==> config.mk <==
export PLATFORM = sky130hd
export DESIGN_NAME = hssc_core
export DESIGN_NICKNAME = d
export VERILOG_FILES = /design/src/include/hssc_pkg.sv /design/src/hw/hssc_core.sv
export VERILOG_INCLUDE_DIRS = /design/src /design/src/include
export SDC_FILE = /design/constraint.sdc
export NUM_CORES = 1
export LEC_CHECK = 0
export BUFFER_PORTS_ARGS = -buffer_cell sky130_fd_sc_hd__buf_2
export CELL_PAD_IN_SITES_DETAIL_PLACEMENT = 1
export CELL_PAD_IN_SITES_GLOBAL_PLACEMENT = 2
export CORE_ASPECT_RATIO = 0.9
export CORE_MARGIN = 1.5
export CORE_UTILIZATION = 38
export DETAILED_ROUTE_END_ITERATION = 6
export GPL_TIMING_DRIVEN = 1
export PLACE_DENSITY_LB_ADDON = 0.1
export SLEW_MARGIN = 10
export SYNTH_ARGS = -nofsm -noshare
export SYNTH_HDL_FRONTEND = slang
export SYNTH_SLANG_ARGS = --single-unit
==> constraint.sdc <==
create_clock -name CLOCK -period 2.8 [get_ports CLOCK]
set_input_delay 0.28 -clock CLOCK [delete_from_list [all_inputs] [get_ports CLOCK]]
set_output_delay 0.28 -clock CLOCK [all_outputs]
set_load 0.05 [all_outputs]
==> src/include/hssc_defs.svh <==
// Constants for the high-side switch control register bank
`ifndef HSSC_DEFS_SVH
`define HSSC_DEFS_SVH

// ----------------------------------------------------------------------
// Register addresses (7-bit frame address)
// ----------------------------------------------------------------------
`define HSSC_ADDR_SHUTDOWN 7'h10
`define HSSC_ADDR_SRC_A    7'h14
`define HSSC_ADDR_SRC_B    7'h15
`define HSSC_ADDR_PIN_CFG  7'h17
`define HSSC_ADDR_DUTY     7'h18

// ----------------------------------------------------------------------
// Field positions and reset values
// ----------------------------------------------------------------------
`define HSSC_OV_DIS_BIT    6
`define HSSC_UV_DIS_BIT    5
`define HSSC_RECOVER_BIT   4
`define HSSC_SRC_LO_LSB    0
`define HSSC_SRC_HI_LSB    4
`define HSSC_FO_DUTY_LSB   6
`define HSSC_PIN_TWO_LSB   3
`define HSSC_PIN_ONE_LSB   0
`define HSSC_REG_RESET     8'h00

// ----------------------------------------------------------------------
// Frame layout and timing
// ----------------------------------------------------------------------
`define HSSC_FRAME_BITS    16
`define HSSC_CLOCK_MHZ     50
`define HSSC_WAKE_FILT_NS  16000
`define HSSC_WAKE_FILT_CYC ((`HSSC_WAKE_FILT_NS * `HSSC_CLOCK_MHZ + 999) / 1000)
`define HSSC_PULSE_HZ      200
`define HSSC_PULSE_SLOTS   255
`define HSSC_SLOT_CYC      ((`HSSC_CLOCK_MHZ * 1000000) / (`HSSC_PULSE_HZ * `HSSC_PULSE_SLOTS))

`endif

==> src/include/hssc_pkg.sv <==
// Types shared by the high-side switch control register bank
package hssc_pkg;

  // Source of each high-side switch
  typedef enum logic [2:0] {
    HSSC_SRC_OFF   = 3'h0,
    HSSC_SRC_ON    = 3'h1,
    HSSC_SRC_TMR1  = 3'h2,
    HSSC_SRC_TMR2  = 3'h3,
    HSSC_SRC_PULS1 = 3'h4,
    HSSC_SRC_PULS2 = 3'h5
  } hssc_src_e;

  // Non-fail modes of a multipurpose pin (codes below 4 are fail output)
  typedef enum logic [2:0] {
    HSSC_PIN_OFF   = 3'h4,
    HSSC_PIN_WAKE  = 3'h5,
    HSSC_PIN_LOW   = 3'h6,
    HSSC_PIN_HIGH  = 3'h7
  } hssc_pin_e;

  typedef logic [15:0] hssc_cnt_t;

  // Whole state of the block
  typedef struct packed {
    logic                 ov_dis;
    logic                 uv_dis;
    logic                 recover;
    logic [3:0][2:0]      src;
    logic [1:0]           fo_duty;
    logic [1:0][2:0]      pin_mode;
    logic [7:0]           duty;
    logic [7:0]           phase;
    hssc_cnt_t            slot_cnt;
    logic [2:0]           csn_s;
    logic [2:0]           sck_s;
    logic [1:0]           sdi_s;
    logic [1:0]           ov_s;
    logic [1:0]           uv_s;
    logic [1:0][3:0]      swf_s;
    logic [1:0][1:0]      pin_s;
    logic [4:0]           bit_cnt;
    logic [15:0]          rx;
    logic [7:0]           tx;
    logic [1:0]           wlevel;
    logic [1:0][15:0]     wcnt;
    logic [3:0]           drive;
    logic                 pulse_out;
    logic                 sdo;
    logic                 sdo_oe;
    logic [1:0]           wake_event;
    logic [1:0]           fail_sel;
    logic [1:0]           low_on;
    logic [1:0]           high_on;
    logic [1:0]           wake_en;
    logic [1:0]           fail_duty;
  } hssc_state_s;

  localparam hssc_state_s HSSC_RESET = '{csn_s: 3'h7, default: '0};

endpackage
==> src/hw/hssc_core.sv <==
// High-side switch control registers, source routing, pin modes and frame port
//
// Notes on behaviour
// - Overvoltage on switch supply turns all switches off unless bit 6 disables it.
// - Undervoltage on switch supply turns all switches off unless bit 5 disables it.
// - Bit 4 set: switches return to prior state when supply fault clears.
// - Reserved bits, including shutdown bits 7 and 3:0, read as zero.
// - Source codes: off, on, timer one, timer two, pulse one, pulse two.
// - Switches one/three in bits 2:0, two/four in bits 6:4 at 0x14/0x15.
// - Overcurrent or overtemperature on a switch clears its source field.
// - Bits 7:6 pick third fail output duty: 20, 10, 5, 2.5 percent.
// - Pin two mode bits 5:3: fail output, off, wake, low on, high on.
// - Pin one mode bits 2:0: fail output, off, wake, low on, high on.
// - Wake inputs pass a 16 us static filter before an event counts.
// - Duty zero is always off, 255 always on, else value over 255.
// - Power-on and soft reset load every register with zero.
// - Restart keeps shutdown bits 6:4, all other bits zero.
// - Restart clears both source registers, turning all switches off.
// - Restart leaves pin configuration and pulse one duty unchanged.
// - Shutdown control at 0x10, pin config at 0x17, duty at 0x18.
`include "hssc_defs.svh"
`timescale 1ns/1ns
`default_nettype none

module hssc_core
  import hssc_pkg::*;
#(
  parameter int WAKE_FILTER_CYCLES = `HSSC_WAKE_FILT_CYC,
  parameter int PULSE_SLOT_CYCLES  = `HSSC_SLOT_CYC
)
(
  // Clock and reset
  input  wire logic       CLOCK,
  input  wire logic       RST,
  // Restart mode entry, one-cycle pulse from the mode controller
  input  wire logic       RESTART_ENTRY,
  // Serial frame port (pins)
  input  wire logic       SPI_CSN,
  input  wire logic       SPI_CLK,
  input  wire logic       SPI_SDI,
  output var  logic       SPI_SDO,
  output var  logic       SPI_SDO_OE,
  // Supply and switch monitors (asynchronous)
  input  wire logic       SUPPLY_OV,
  input  wire logic       SUPPLY_UV,
  input  wire logic [3:0] SWITCH_FAULT,
  // Drive sources from the timer and pulse generators (same clock)
  input  wire logic       CYCLIC_TIMER_ONE,
  input  wire logic       CYCLIC_TIMER_TWO,
  input  wire logic       PULSE_CHANNEL_TWO,
  // Switch drives and pulse one
  output var  logic [3:0] HIGH_SWITCH_DRIVE,
  output var  logic       PULSE_CHANNEL_ONE,
  // Multipurpose pins
  input  wire logic [1:0] PIN_LEVEL,
  output var  logic [1:0] PIN_FAIL_SELECT,
  output var  logic [1:0] PIN_LOW_SIDE_ON,
  output var  logic [1:0] PIN_HIGH_SIDE_ON,
  output var  logic [1:0] PIN_WAKE_ENABLE,
  output var  logic [1:0] WAKE_EVENT,
  output var  logic [1:0] FAIL_OUTPUT_DUTY
);

  // ----------------------------------------------------------------------
  // Elaboration checks
  // ----------------------------------------------------------------------
  // Counters are 16 bits wide in the state struct
  if (WAKE_FILTER_CYCLES < 1 || WAKE_FILTER_CYCLES > 65535)
    $error("WAKE_FILTER_CYCLES out of range");
  if (PULSE_SLOT_CYCLES < 1 || PULSE_SLOT_CYCLES > 65535)
    $error("PULSE_SLOT_CYCLES out of range");

  localparam hssc_cnt_t WAKE_LAST = hssc_cnt_t'(WAKE_FILTER_CYCLES - 1);
  localparam hssc_cnt_t SLOT_LAST = hssc_cnt_t'(PULSE_SLOT_CYCLES - 1);
  localparam logic [7:0] PHASE_LAST = 8'(`HSSC_PULSE_SLOTS - 1);
  localparam logic [4:0] FRAME_LEN  = 5'(`HSSC_FRAME_BITS);
  localparam logic [4:0] ADDR_DONE  = 5'h7;

  // ----------------------------------------------------------------------
  // State
  // ----------------------------------------------------------------------
  hssc_state_s s;
  hssc_state_s next_s;

  logic       csn_fall;
  logic       csn_rise;
  logic       sck_rise;
  logic       sck_fall;
  logic       frame_write;
  logic [6:0] wr_addr;
  logic [7:0] wr_data;
  logic       shut_off;

  // Register read image; absent and reserved bits are zero
  function automatic logic [7:0] read_reg(input hssc_state_s st, input logic [6:0] addr);
    logic [7:0] v;
    v = 8'h00;
    unique case (addr)
      `HSSC_ADDR_SHUTDOWN:
      begin
        v[`HSSC_OV_DIS_BIT]  = st.ov_dis;
        v[`HSSC_UV_DIS_BIT]  = st.uv_dis;
        v[`HSSC_RECOVER_BIT] = st.recover;
      end
      `HSSC_ADDR_SRC_A:
      begin
        v[`HSSC_SRC_LO_LSB +: 3] = st.src[0];
        v[`HSSC_SRC_HI_LSB +: 3] = st.src[1];
      end
      `HSSC_ADDR_SRC_B:
      begin
        v[`HSSC_SRC_LO_LSB +: 3] = st.src[2];
        v[`HSSC_SRC_HI_LSB +: 3] = st.src[3];
      end
      `HSSC_ADDR_PIN_CFG:
      begin
        v[`HSSC_FO_DUTY_LSB +: 2] = st.fo_duty;
        v[`HSSC_PIN_TWO_LSB +: 3] = st.pin_mode[1];
        v[`HSSC_PIN_ONE_LSB +: 3] = st.pin_mode[0];
      end
      `HSSC_ADDR_DUTY:
        v = st.duty;
      default:
        v = 8'h00;
    endcase
    return v;
  endfunction

  // Source selection for one switch; reserved codes drive off
  function automatic logic pick_source(input logic [2:0] code, input logic t1,
                                       input logic t2, input logic p1, input logic p2);
    logic d;
    d = 1'b0;
    unique case (code)
      HSSC_SRC_ON:    d = 1'b1;
      HSSC_SRC_TMR1:  d = t1;
      HSSC_SRC_TMR2:  d = t2;
      HSSC_SRC_PULS1: d = p1;
      HSSC_SRC_PULS2: d = p2;
      default:        d = 1'b0;
    endcase
    return d;
  endfunction

  // ----------------------------------------------------------------------
  // Next-state logic
  // ----------------------------------------------------------------------
  always_comb
  begin
    next_s = s;
    // Two-flop synchronisers; stage 0 feeds only stage 1
    next_s.csn_s    = {s.csn_s[1:0], SPI_CSN};
    next_s.sck_s    = {s.sck_s[1:0], SPI_CLK};
    next_s.sdi_s    = {s.sdi_s[0], SPI_SDI};
    next_s.ov_s     = {s.ov_s[0], SUPPLY_OV};
    next_s.uv_s     = {s.uv_s[0], SUPPLY_UV};
    next_s.swf_s[1] = s.swf_s[0];
    next_s.swf_s[0] = SWITCH_FAULT;
    next_s.pin_s[1] = s.pin_s[0];
    next_s.pin_s[0] = PIN_LEVEL;

    // Edges are taken between stage 1 and the extra history stage
    csn_fall = s.csn_s[2] & ~s.csn_s[1];
    csn_rise = ~s.csn_s[2] & s.csn_s[1];
    sck_rise = ~s.sck_s[2] & s.sck_s[1];
    sck_fall = s.sck_s[2] & ~s.sck_s[1];

    // Frame: 7 address bits, access bit, data byte, LSB first
    frame_write = csn_rise && (s.bit_cnt == FRAME_LEN) && s.rx[7];
    wr_addr     = s.rx[6:0];
    wr_data     = s.rx[15:8];
    next_s.sdo_oe = ~s.csn_s[1];
    if (csn_fall)
    begin
      next_s.bit_cnt = 5'h0;
      next_s.tx      = 8'h00;
      next_s.sdo     = 1'b0;
    end
    else if (!s.csn_s[1])
    begin
      // Output changes on rising edges, input sampled on falling edges
      if (sck_rise)
      begin
        next_s.sdo = s.tx[0];
        next_s.tx  = {1'b0, s.tx[7:1]};
      end
      if (sck_fall)
      begin
        next_s.rx = {s.sdi_s[1], s.rx[15:1]};
        if (s.bit_cnt <= FRAME_LEN)
          next_s.bit_cnt = s.bit_cnt + 5'h1;
        // Address complete: load the answer for the data half
        if (s.bit_cnt == ADDR_DONE)
          next_s.tx = read_reg(s, next_s.rx[14:8]);
      end
    end

    // Register writes from a complete 16-bit frame
    if (frame_write)
    begin
      unique case (wr_addr)
        `HSSC_ADDR_SHUTDOWN:
        begin
          next_s.ov_dis  = wr_data[`HSSC_OV_DIS_BIT];
          next_s.uv_dis  = wr_data[`HSSC_UV_DIS_BIT];
          next_s.recover = wr_data[`HSSC_RECOVER_BIT];
        end
        `HSSC_ADDR_SRC_A:
        begin
          next_s.src[0] = wr_data[`HSSC_SRC_LO_LSB +: 3];
          next_s.src[1] = wr_data[`HSSC_SRC_HI_LSB +: 3];
        end
        `HSSC_ADDR_SRC_B:
        begin
          next_s.src[2] = wr_data[`HSSC_SRC_LO_LSB +: 3];
          next_s.src[3] = wr_data[`HSSC_SRC_HI_LSB +: 3];
        end
        `HSSC_ADDR_PIN_CFG:
        begin
          next_s.fo_duty     = wr_data[`HSSC_FO_DUTY_LSB +: 2];
          next_s.pin_mode[1] = wr_data[`HSSC_PIN_TWO_LSB +: 3];
          next_s.pin_mode[0] = wr_data[`HSSC_PIN_ONE_LSB +: 3];
        end
        `HSSC_ADDR_DUTY:
          next_s.duty = wr_data;
        default:
          next_s.duty = next_s.duty;
      endcase
    end

    // Supply shutdown, each cause gated by its disable bit
    shut_off = (s.ov_s[1] & ~s.ov_dis)
             | (s.uv_s[1] & ~s.uv_dis);
    // Without recovery the fields are dropped, so switches stay off;
    // with recovery they are kept and only the drive is gated
    if (shut_off && !s.recover)
      next_s.src = '0;

    // Switch fault clears its field and beats a same-cycle write
    for (int i = 0; i < 4; i++)
    begin
      if (s.swf_s[1][i])
        next_s.src[i] = HSSC_SRC_OFF;
    end

    // Restart entry: source fields cleared, shutdown bits 6:4 kept
    if (RESTART_ENTRY)
      next_s.src = '0;

    // Pulse one: 255 slots per period, high while phase below duty
    if (s.slot_cnt == SLOT_LAST)
    begin
      next_s.slot_cnt = '0;
      next_s.phase    = (s.phase == PHASE_LAST) ? 8'h00 : s.phase + 8'h01;
    end
    else
      next_s.slot_cnt = s.slot_cnt + 16'h0001;
    // Phase never reaches 255, so duty 255 is steady on, duty 0 steady off
    next_s.pulse_out = (s.phase < s.duty);

    // Switch drives from the selected source, gated by supply shutdown
    for (int i = 0; i < 4; i++)
      next_s.drive[i] = ~shut_off & pick_source(s.src[i], CYCLIC_TIMER_ONE,
                          CYCLIC_TIMER_TWO, s.pulse_out, PULSE_CHANNEL_TWO);

    // Multipurpose pin modes and static wake filter
    next_s.fail_duty = s.fo_duty;
    for (int p = 0; p < 2; p++)
    begin
      next_s.wake_event[p] = 1'b0;
      next_s.fail_sel[p]   = ~s.pin_mode[p][2];
      next_s.low_on[p]     = (s.pin_mode[p] == HSSC_PIN_LOW);
      next_s.high_on[p]    = (s.pin_mode[p] == HSSC_PIN_HIGH);
      next_s.wake_en[p]    = (s.pin_mode[p] == HSSC_PIN_WAKE);
      if (s.pin_mode[p] == HSSC_PIN_WAKE)
      begin
        // A level must hold the whole filter time to be accepted
        if (s.pin_s[1][p] != s.wlevel[p])
        begin
          if (s.wcnt[p] == WAKE_LAST)
          begin
            next_s.wlevel[p]     = s.pin_s[1][p];
            next_s.wake_event[p] = 1'b1;
            next_s.wcnt[p]       = '0;
          end
          else
            next_s.wcnt[p] = s.wcnt[p] + 16'h0001;
        end
        else
          next_s.wcnt[p] = '0;
      end
      else
      begin
        // Track silently so enabling wake gives no false event
        next_s.wlevel[p] = s.pin_s[1][p];
        next_s.wcnt[p]   = '0;
      end
    end
  end

  // ----------------------------------------------------------------------
  // State register; reset loads all registers with zero, the chip-select synchroniser with ones
  // ----------------------------------------------------------------------
  always_ff @(posedge CLOCK)
  begin
    if (RST)
      s <= HSSC_RESET;
    else
      s <= next_s;
  end

  // Outputs straight from the state flops
  assign SPI_SDO           = s.sdo;
  assign SPI_SDO_OE        = s.sdo_oe;
  assign HIGH_SWITCH_DRIVE = s.drive;
  assign PULSE_CHANNEL_ONE = s.pulse_out;
  assign PIN_FAIL_SELECT   = s.fail_sel;
  assign PIN_LOW_SIDE_ON   = s.low_on;
  assign PIN_HIGH_SIDE_ON  = s.high_on;
  assign PIN_WAKE_ENABLE   = s.wake_en;
  assign WAKE_EVENT        = s.wake_event;
  assign FAIL_OUTPUT_DUTY  = s.fail_duty;

endmodule

`default_nettype wire

==> flow_summary.json, run 1 <==
{
  "postCtsResizedCells": 0,
  "critical_path_required_ps": 3080,
  "worst-slew-pin-transition_ps": 762,
  "die_h_um": 133,
  "coreArea_mm2": 0.0185,
  "max-slew-margin-rel": 0.491,
  "synth.top_cell.area_share": 0.450,
  "critical_path.endpoint": "s[131]",
  "detailroute.via_count": 5844,
  "cts_root_buffer": "clkbuf_16",
  "total_power_uw": 4920,
  "worst_path_largest_cell_delay_ps": 680,
  "core.rowCount": 47,
  "cts_inserted_buffers": 17,
  "antennaDiodeCount": 0,
  "ys_seq_area_frac": 0.450,
  "netlist.top_cell.by_area": "dfxtp_1",
  "clock-sinks": 161,
  "worstSetupEndpointType": "flip-flop",
  "timing.critical_path.slowest_stage_cell": "or4_1",
  "total_die_area_mm2": 0.0197,
  "reg2reg_slack_ps": 570,
  "detail_route.wirelength_um": 18800,
  "dp_worst_setup_slack_ps": 619,
  "numPortBuffers": 35,
  "number_of_enable_type_register_cells_in_the_synthesized_netlist": 0,
  "worst_path_dominant_cell_family": "simple AND/OR/NAND/NOR gates",
  "period_needed_ps": 2230,
  "worstPathArrival_ps": 2500,
  "critPathBufInv": 1,
  "gpl_wtd_cong": 0.819,
  "outcome": "completed",
  "drtIter0Drc": 237,
  "timing.setup.tns_ps": 0,
  "layout_worst_path_cycle_share": 0.795,
  "synth.most_common_cell": "dfxtp_1",
  "fp.dieW_um": 148,
  "final.setup.worst_slack_ps": 574,
  "yosys_warnings": 0,
  "crit_path_cell_trace": "inv_1, ha_1, or3b_1, or4_1, o21ai_0, a21oi_1",
  "synth.cells.most_frequent": "dfxtp_1, nand2_1, nor2_1, a21oi_1, nand3_1",
  "cellLeakagePower_uw": 0.00273,
  "viasPerCell": 5.36,
  "crit_path_launch_type": "flip-flop",
  "place.detailed.hpwl_um": 13700,
  "asyncSetResetFlopFracSynth": 0,
  "postCtsSetupRepairBufs": 0,
  "timing.max_cap.violations": 0,
  "postSynthCellCount": 817,
  "grt_pass1_vias": 5952,
  "remaining_antenna_violation_count_after_routing": 0,
  "clk_transition_reported_paths_ps": 70,
  "worstRegToRegCells": 6,
  "holdBufCountCts": 0,
  "r2r_start": "s[77]",
  "mappedNetlistNets": 848,
  "n_fill_cell": 2189,
  "finalHoldViolations": 0,
  "critical_path_class": "flip-flop to flip-flop",
  "insertion_delay_ps": 430,
  "crit_cells": 6,
  "synth.top_cells.by_area": "dfxtp_1, nand2_1, nor2_1, xnor2_1, a21oi_1",
  "critical_path.reg2reg.endpoint": "s[131]",
  "count_of_unique_library_cells_instantiated_by_yosys": 58,
  "clock_skew_ps": 8.41,
  "worstHoldStart": "SPI_CSN",
  "boundaryPins": 36,
  "cts_max_level": 4,
  "detail_route.first_pass.iterations": 4,
  "drive_gt1_frac": 0.124,
  "crit_path_start": "s[77]",
  "grt_max_degree": 68,
  "floorplan.initialDensity": 0.388,
  "rsz0062_at_grt": "false",
  "total_gr_overflow": 0,
  "synth_flop_cell": "dfxtp_1",
  "timing.fmax_mhz": 449,
  "tritoncts_clock_tree": "built",
  "detail_route.drc_violations": 0,
  "worstPathMaxFanout": 8,
  "power_density_mw_per_mm2": 609,
  "routed_wire_length_per_instance_um": 17.2,
  "clock_path_buffers": 2,
  "grtUsageTotal": 0.203,
  "grt_pass1_wl_um": 31400,
  "syn-cell-area_mm2": 0.00717,
  "vdd_ir_drop_max_mv": 0.364,
  "postSynthRegisterBits": 161,
  "holdWs_ps": 27.3,
  "worst_hold_path.num_cells": 2,
  "post_synth.cell_area_avg_um2": 8.78,
  "final-max-slew-violation-count": 0,
  "setup_violation_total_in_the_final_timing_report": 0,
  "antenna_violations_before_repair": 0,
  "finish.net_count": 863,
  "min_path_type": "input port to flip-flop",
  "area_growth_syn_to_layout_pct": 12.7
}
## state kept, by name, indices dropped and copies added (netlist names)
signal	count
PULSE_CHANNEL_ONE	1
s	127
SPI_SDO	1
SPI_SDO_OE	1
HIGH_SWITCH_DRIVE	4
next_s	15
FAIL_OUTPUT_DUTY	2
PIN_HIGH_SIDE_ON	2
PIN_LOW_SIDE_ON	2
PIN_FAIL_SELECT	2
PIN_WAKE_ENABLE	2
WAKE_EVENT	2
## cell families (layout without fill, tap and decap cells)
group | count (synthesis) | in the layout | share of synthesized area
adder cells (fa/ha/maj) | 14 | 14 | 0.0244
AO/OA/AOI/OAI | 136 | 136 | 0.123
AND/OR/NAND/NOR | 358 | 358 | 0.263
flip-flops | 161 | 161 | 0.450
buffers and inverters | 83 | 111 | 0.0564
XOR/XNOR | 47 | 47 | 0.0574
multiplexers | 18 | 18 | 0.0258
## cell usage in the layout (no fill, tap or decap), types with 27 or more instances in the layout
cell,n
dfxtp_1,161
nand2_1,78
nor2_1,76
a21oi_1,51
nand3_1,40
nand4_1,36
buf_2,35
xnor2_1,31
nor2b_1,30
inv_1,27
## through the flow
step                      std cells  area (µm²)   util
final                          1090        8080  0.438
after global routing           1090        8080  0.438
after CTS                      1090        8080  0.438
after detailed placement       1058        7470  0.405
after global placement         1058        7470  0.405
after floorplan                 817        7170      -
## per-layer routing
metal,up-vias,wire [µm],GRT usage
li1,2898,-,-
met1,2848,9550,0.289
met2,77,8320,0.314
met3,21,697,0.0360
met4,0,231,0.0594
met5,-,0,0
## where the power goes
group | internal [µW] | total (µW) | switching, µW
clock | 1420 | 2410 | 996
sequential | 2320 | 2350 | 28.3
combinational | 59.3 | 155 | 95.9
## worst min path at each step
stage | end
floorplan | next_s[104]
global placement | next_s[105]
detailed placement | next_s[105]
CTS | next_s[104]
global route | next_s[104]
finish | next_s[104]
## final cells by class
class | count | area [µm²] | share of cell area
clock buffer | 18 | 429 | 0.0531
clock inverter | 14 | 180 | 0.0223
inverter | 28 | 105 | 0.0130
multi-input combinational | 573 | 3540 | 0.438
sequential | 161 | 3220 | 0.399
tap | 245 | 307 | 0.0379
timing repair buffer | 51 | 295 | 0.0365
Power figures use the tool's default switching activity.
==> run 2: changes to the inputs <==
Clock period 2.8 ns to 2.2 ns, I/O delays scaled along.
==> flow_summary.json, run 2 (same netlist as run 1, synthesis figures left out) <==
{
  "crit_path_launch_type": "flip-flop",
  "outcome": "completed",
  "max-slew-margin-rel": 0.587,
  "worst_path_largest_cell_delay_ps": 640,
  "insertion_delay_ps": 440,
  "place.detailed.hpwl_um": 14200,
  "tritoncts_clock_tree": "built",
  "grtUsageTotal": 0.213,
  "crit_path_cell_trace": "or4b_4, or4_4, o31ai_1, a21oi_1",
  "rsz0062_at_grt": "false",
  "die_h_um": 133,
  "period_needed_ps": 2080,
  "critical_path.reg2reg.endpoint": "s[157]",
  "globalRoute.busiestLayer": "met2",
  "final_area_mm2": 0.00830,
  "timing.fmax_mhz": 480,
  "total_die_area_mm2": 0.0197,
  "worstPathArrival_ps": 2400,
  "regMostFlops": "s",
  "detail_route.drc_violations": 0,
  "worstSetupEndpointType": "flip-flop",
  "remaining_antenna_violation_count_after_routing": 0,
  "core.rowCount": 47,
  "total_gr_overflow": 0,
  "viasPerCell": 5.49,
  "min_path_type": "input port to flip-flop",
  "grt_pass1_wl_um": 32800,
  "mostFrequentLayoutCells": "dfxtp_1, nand2_1, nor2_1",
  "clock_skew_ps": 9.18,
  "layout_commonest_cell": "dfxtp_1",
  "met2_usage": 0.332,
  "setup_violation_total_in_the_final_timing_report": 0,
  "critPathBufInv": 0,
  "antenna_violations_before_repair": 1,
  "detail_route.wirelength_um": 19900,
  "critical_path.endpoint": "s[157]",
  "finalHoldViolations": 0,
  "timing.setup.tns_ps": 0,
  "multi_input_area_mm2": 0.00356,
  "grt_max_degree": 43,
  "timing.max_cap.violations": 0,
  "detail_route.first_pass.iterations": 6,
  "clock-sinks": 161,
  "cts_inserted_buffers": 17,
  "postCtsSetupRepairBufs": 0,
  "boundaryPins": 36,
  "critical_path_class": "flip-flop to flip-flop",
  "critical_path_required_ps": 2510,
  "layout_worst_path_cycle_share": 0.947,
  "final-seq-area_mm2": 0.00322,
  "area_growth_syn_to_layout_pct": 15.8,
  "floorplan.initialDensity": 0.388,
  "antennaDiodeCount": 0,
  "cellLeakagePower_uw": 0.00283,
  "cts_max_level": 4,
  "largest_register_ff_count": 127,
  "worst_path_dominant_cell_family": "simple AND/OR/NAND/NOR gates",
  "grt_pass1_vias": 6325,
  "crit_cells": 4,
  "timing.critical_path.slowest_stage_cell": "or4_4",
  "final-max-slew-violation-count": 0,
  "vdd_ir_drop_max_mv": 0.534,
  "routed_wire_length_per_instance_um": 17.9,
  "drtIter0Drc": 389,
  "finish.net_count": 888,
  "reg2reg_slack_ps": 120,
  "clk_transition_reported_paths_ps": 70,
  "groute.layer.met3.usage": 0.0408,
  "crit_path_start": "s[66]",
  "worst-slew-pin-transition_ps": 617,
  "post_dp_cell_area_mm2": 0.00758,
  "detailroute.via_count": 6112,
  "gpl_wtd_cong": 0.818,
  "final_core_utilization": 0.450,
  "drive_gt1_frac": 0.140,
  "worstRegToRegCells": 4,
  "numPortBuffers": 35,
  "grtUsageMet1": 0.290,
  "coreArea_mm2": 0.0185,
  "clock_path_buffers": 2,
  "worstPathMaxFanout": 8,
  "r2r_start": "s[66]",
  "fp.dieW_um": 148,
  "power_density_mw_per_mm2": 760,
  "n_fill_cell": 2175,
  "cts_root_buffer": "clkbuf_16"
}
## run 2: repair_timing
| action | 4_1_cts | 5_1_grt |
|---|---|---|
| endpoints found under the hold margin | 10 | 0 |
| endpoints found under the setup margin | 0 | 18 |
| gates resized for setup | 0 | 3 |
| hold buffers | 10 | 0 |
## run 2: through the flow
step / total power (µW) / worst slack (ps) / hold slack, ps / cells
floorplan: 3180 / 93.0 / 324 / 817
global placement: 3250 / 150 / 399 / 1072
detailed placement: 3260 / 96.9 / 397 / 1072
CTS: 6380 / 74.6 / 8.77 / 1113
global route: 6530 / 26.5 / 35.2 / 1114
finish: 6310 / 117 / 22.3 / 1114
## run 2: worst min-delay path by stage
stage / from / endpoint / slack [ps] / cells past startpoint
after global routing: PIN_LEVEL[0] / next_s[84] / 40 / 2
after detailed placement: next_s[104] / next_s[105] / 400 / 1
after CTS: PIN_LEVEL[0] / next_s[84] / 9 / 2
final: PIN_LEVEL[0] / next_s[84] / 20 / 2
after floorplan: SPI_CSN / next_s[104] / 320 / 1
after global placement: next_s[104] / next_s[105] / 400 / 1
## run 2: per-layer routing
metal / part of all wire / routed length (µm) / up-vias
li1: - / - / 2951
met1: 0.50 / 9870 / 3006
met2: 0.44 / 8820 / 123
met3: 0.039 / 780 / 32
met4: 0.022 / 429 / 0
met5: 0 / 0 / -
## run 2: worst register-to-register path, cell delays in order (launching register included)
cell	delay, ps
dfxtp_1	330
or4b_4	630
or4_4	640
o31ai_1	260
a21oi_1	100
## run 2: cell type report
cell class,count,area share
Multi-Input combinational cell,574,0.429
Sequential cell,161,0.388
Timing Repair Buffer,75,0.0603
Clock buffer,17,0.0513
Tap cell,245,0.0369
Clock inverter,14,0.0217
Inverter,28,0.0127
## run 2: where the power goes
group / total [µW] / internal (µW) / leakage (µW) / switching, µW
Sequential: 2990 / 2950 / 0.00130 / 36.4
Combinational: 218 / 89.7 / 0.00124 / 128
Clock: 3100 / 1800 / 0.000285 / 1310
Total: 6310 / 4840 / 0.00283 / 1470
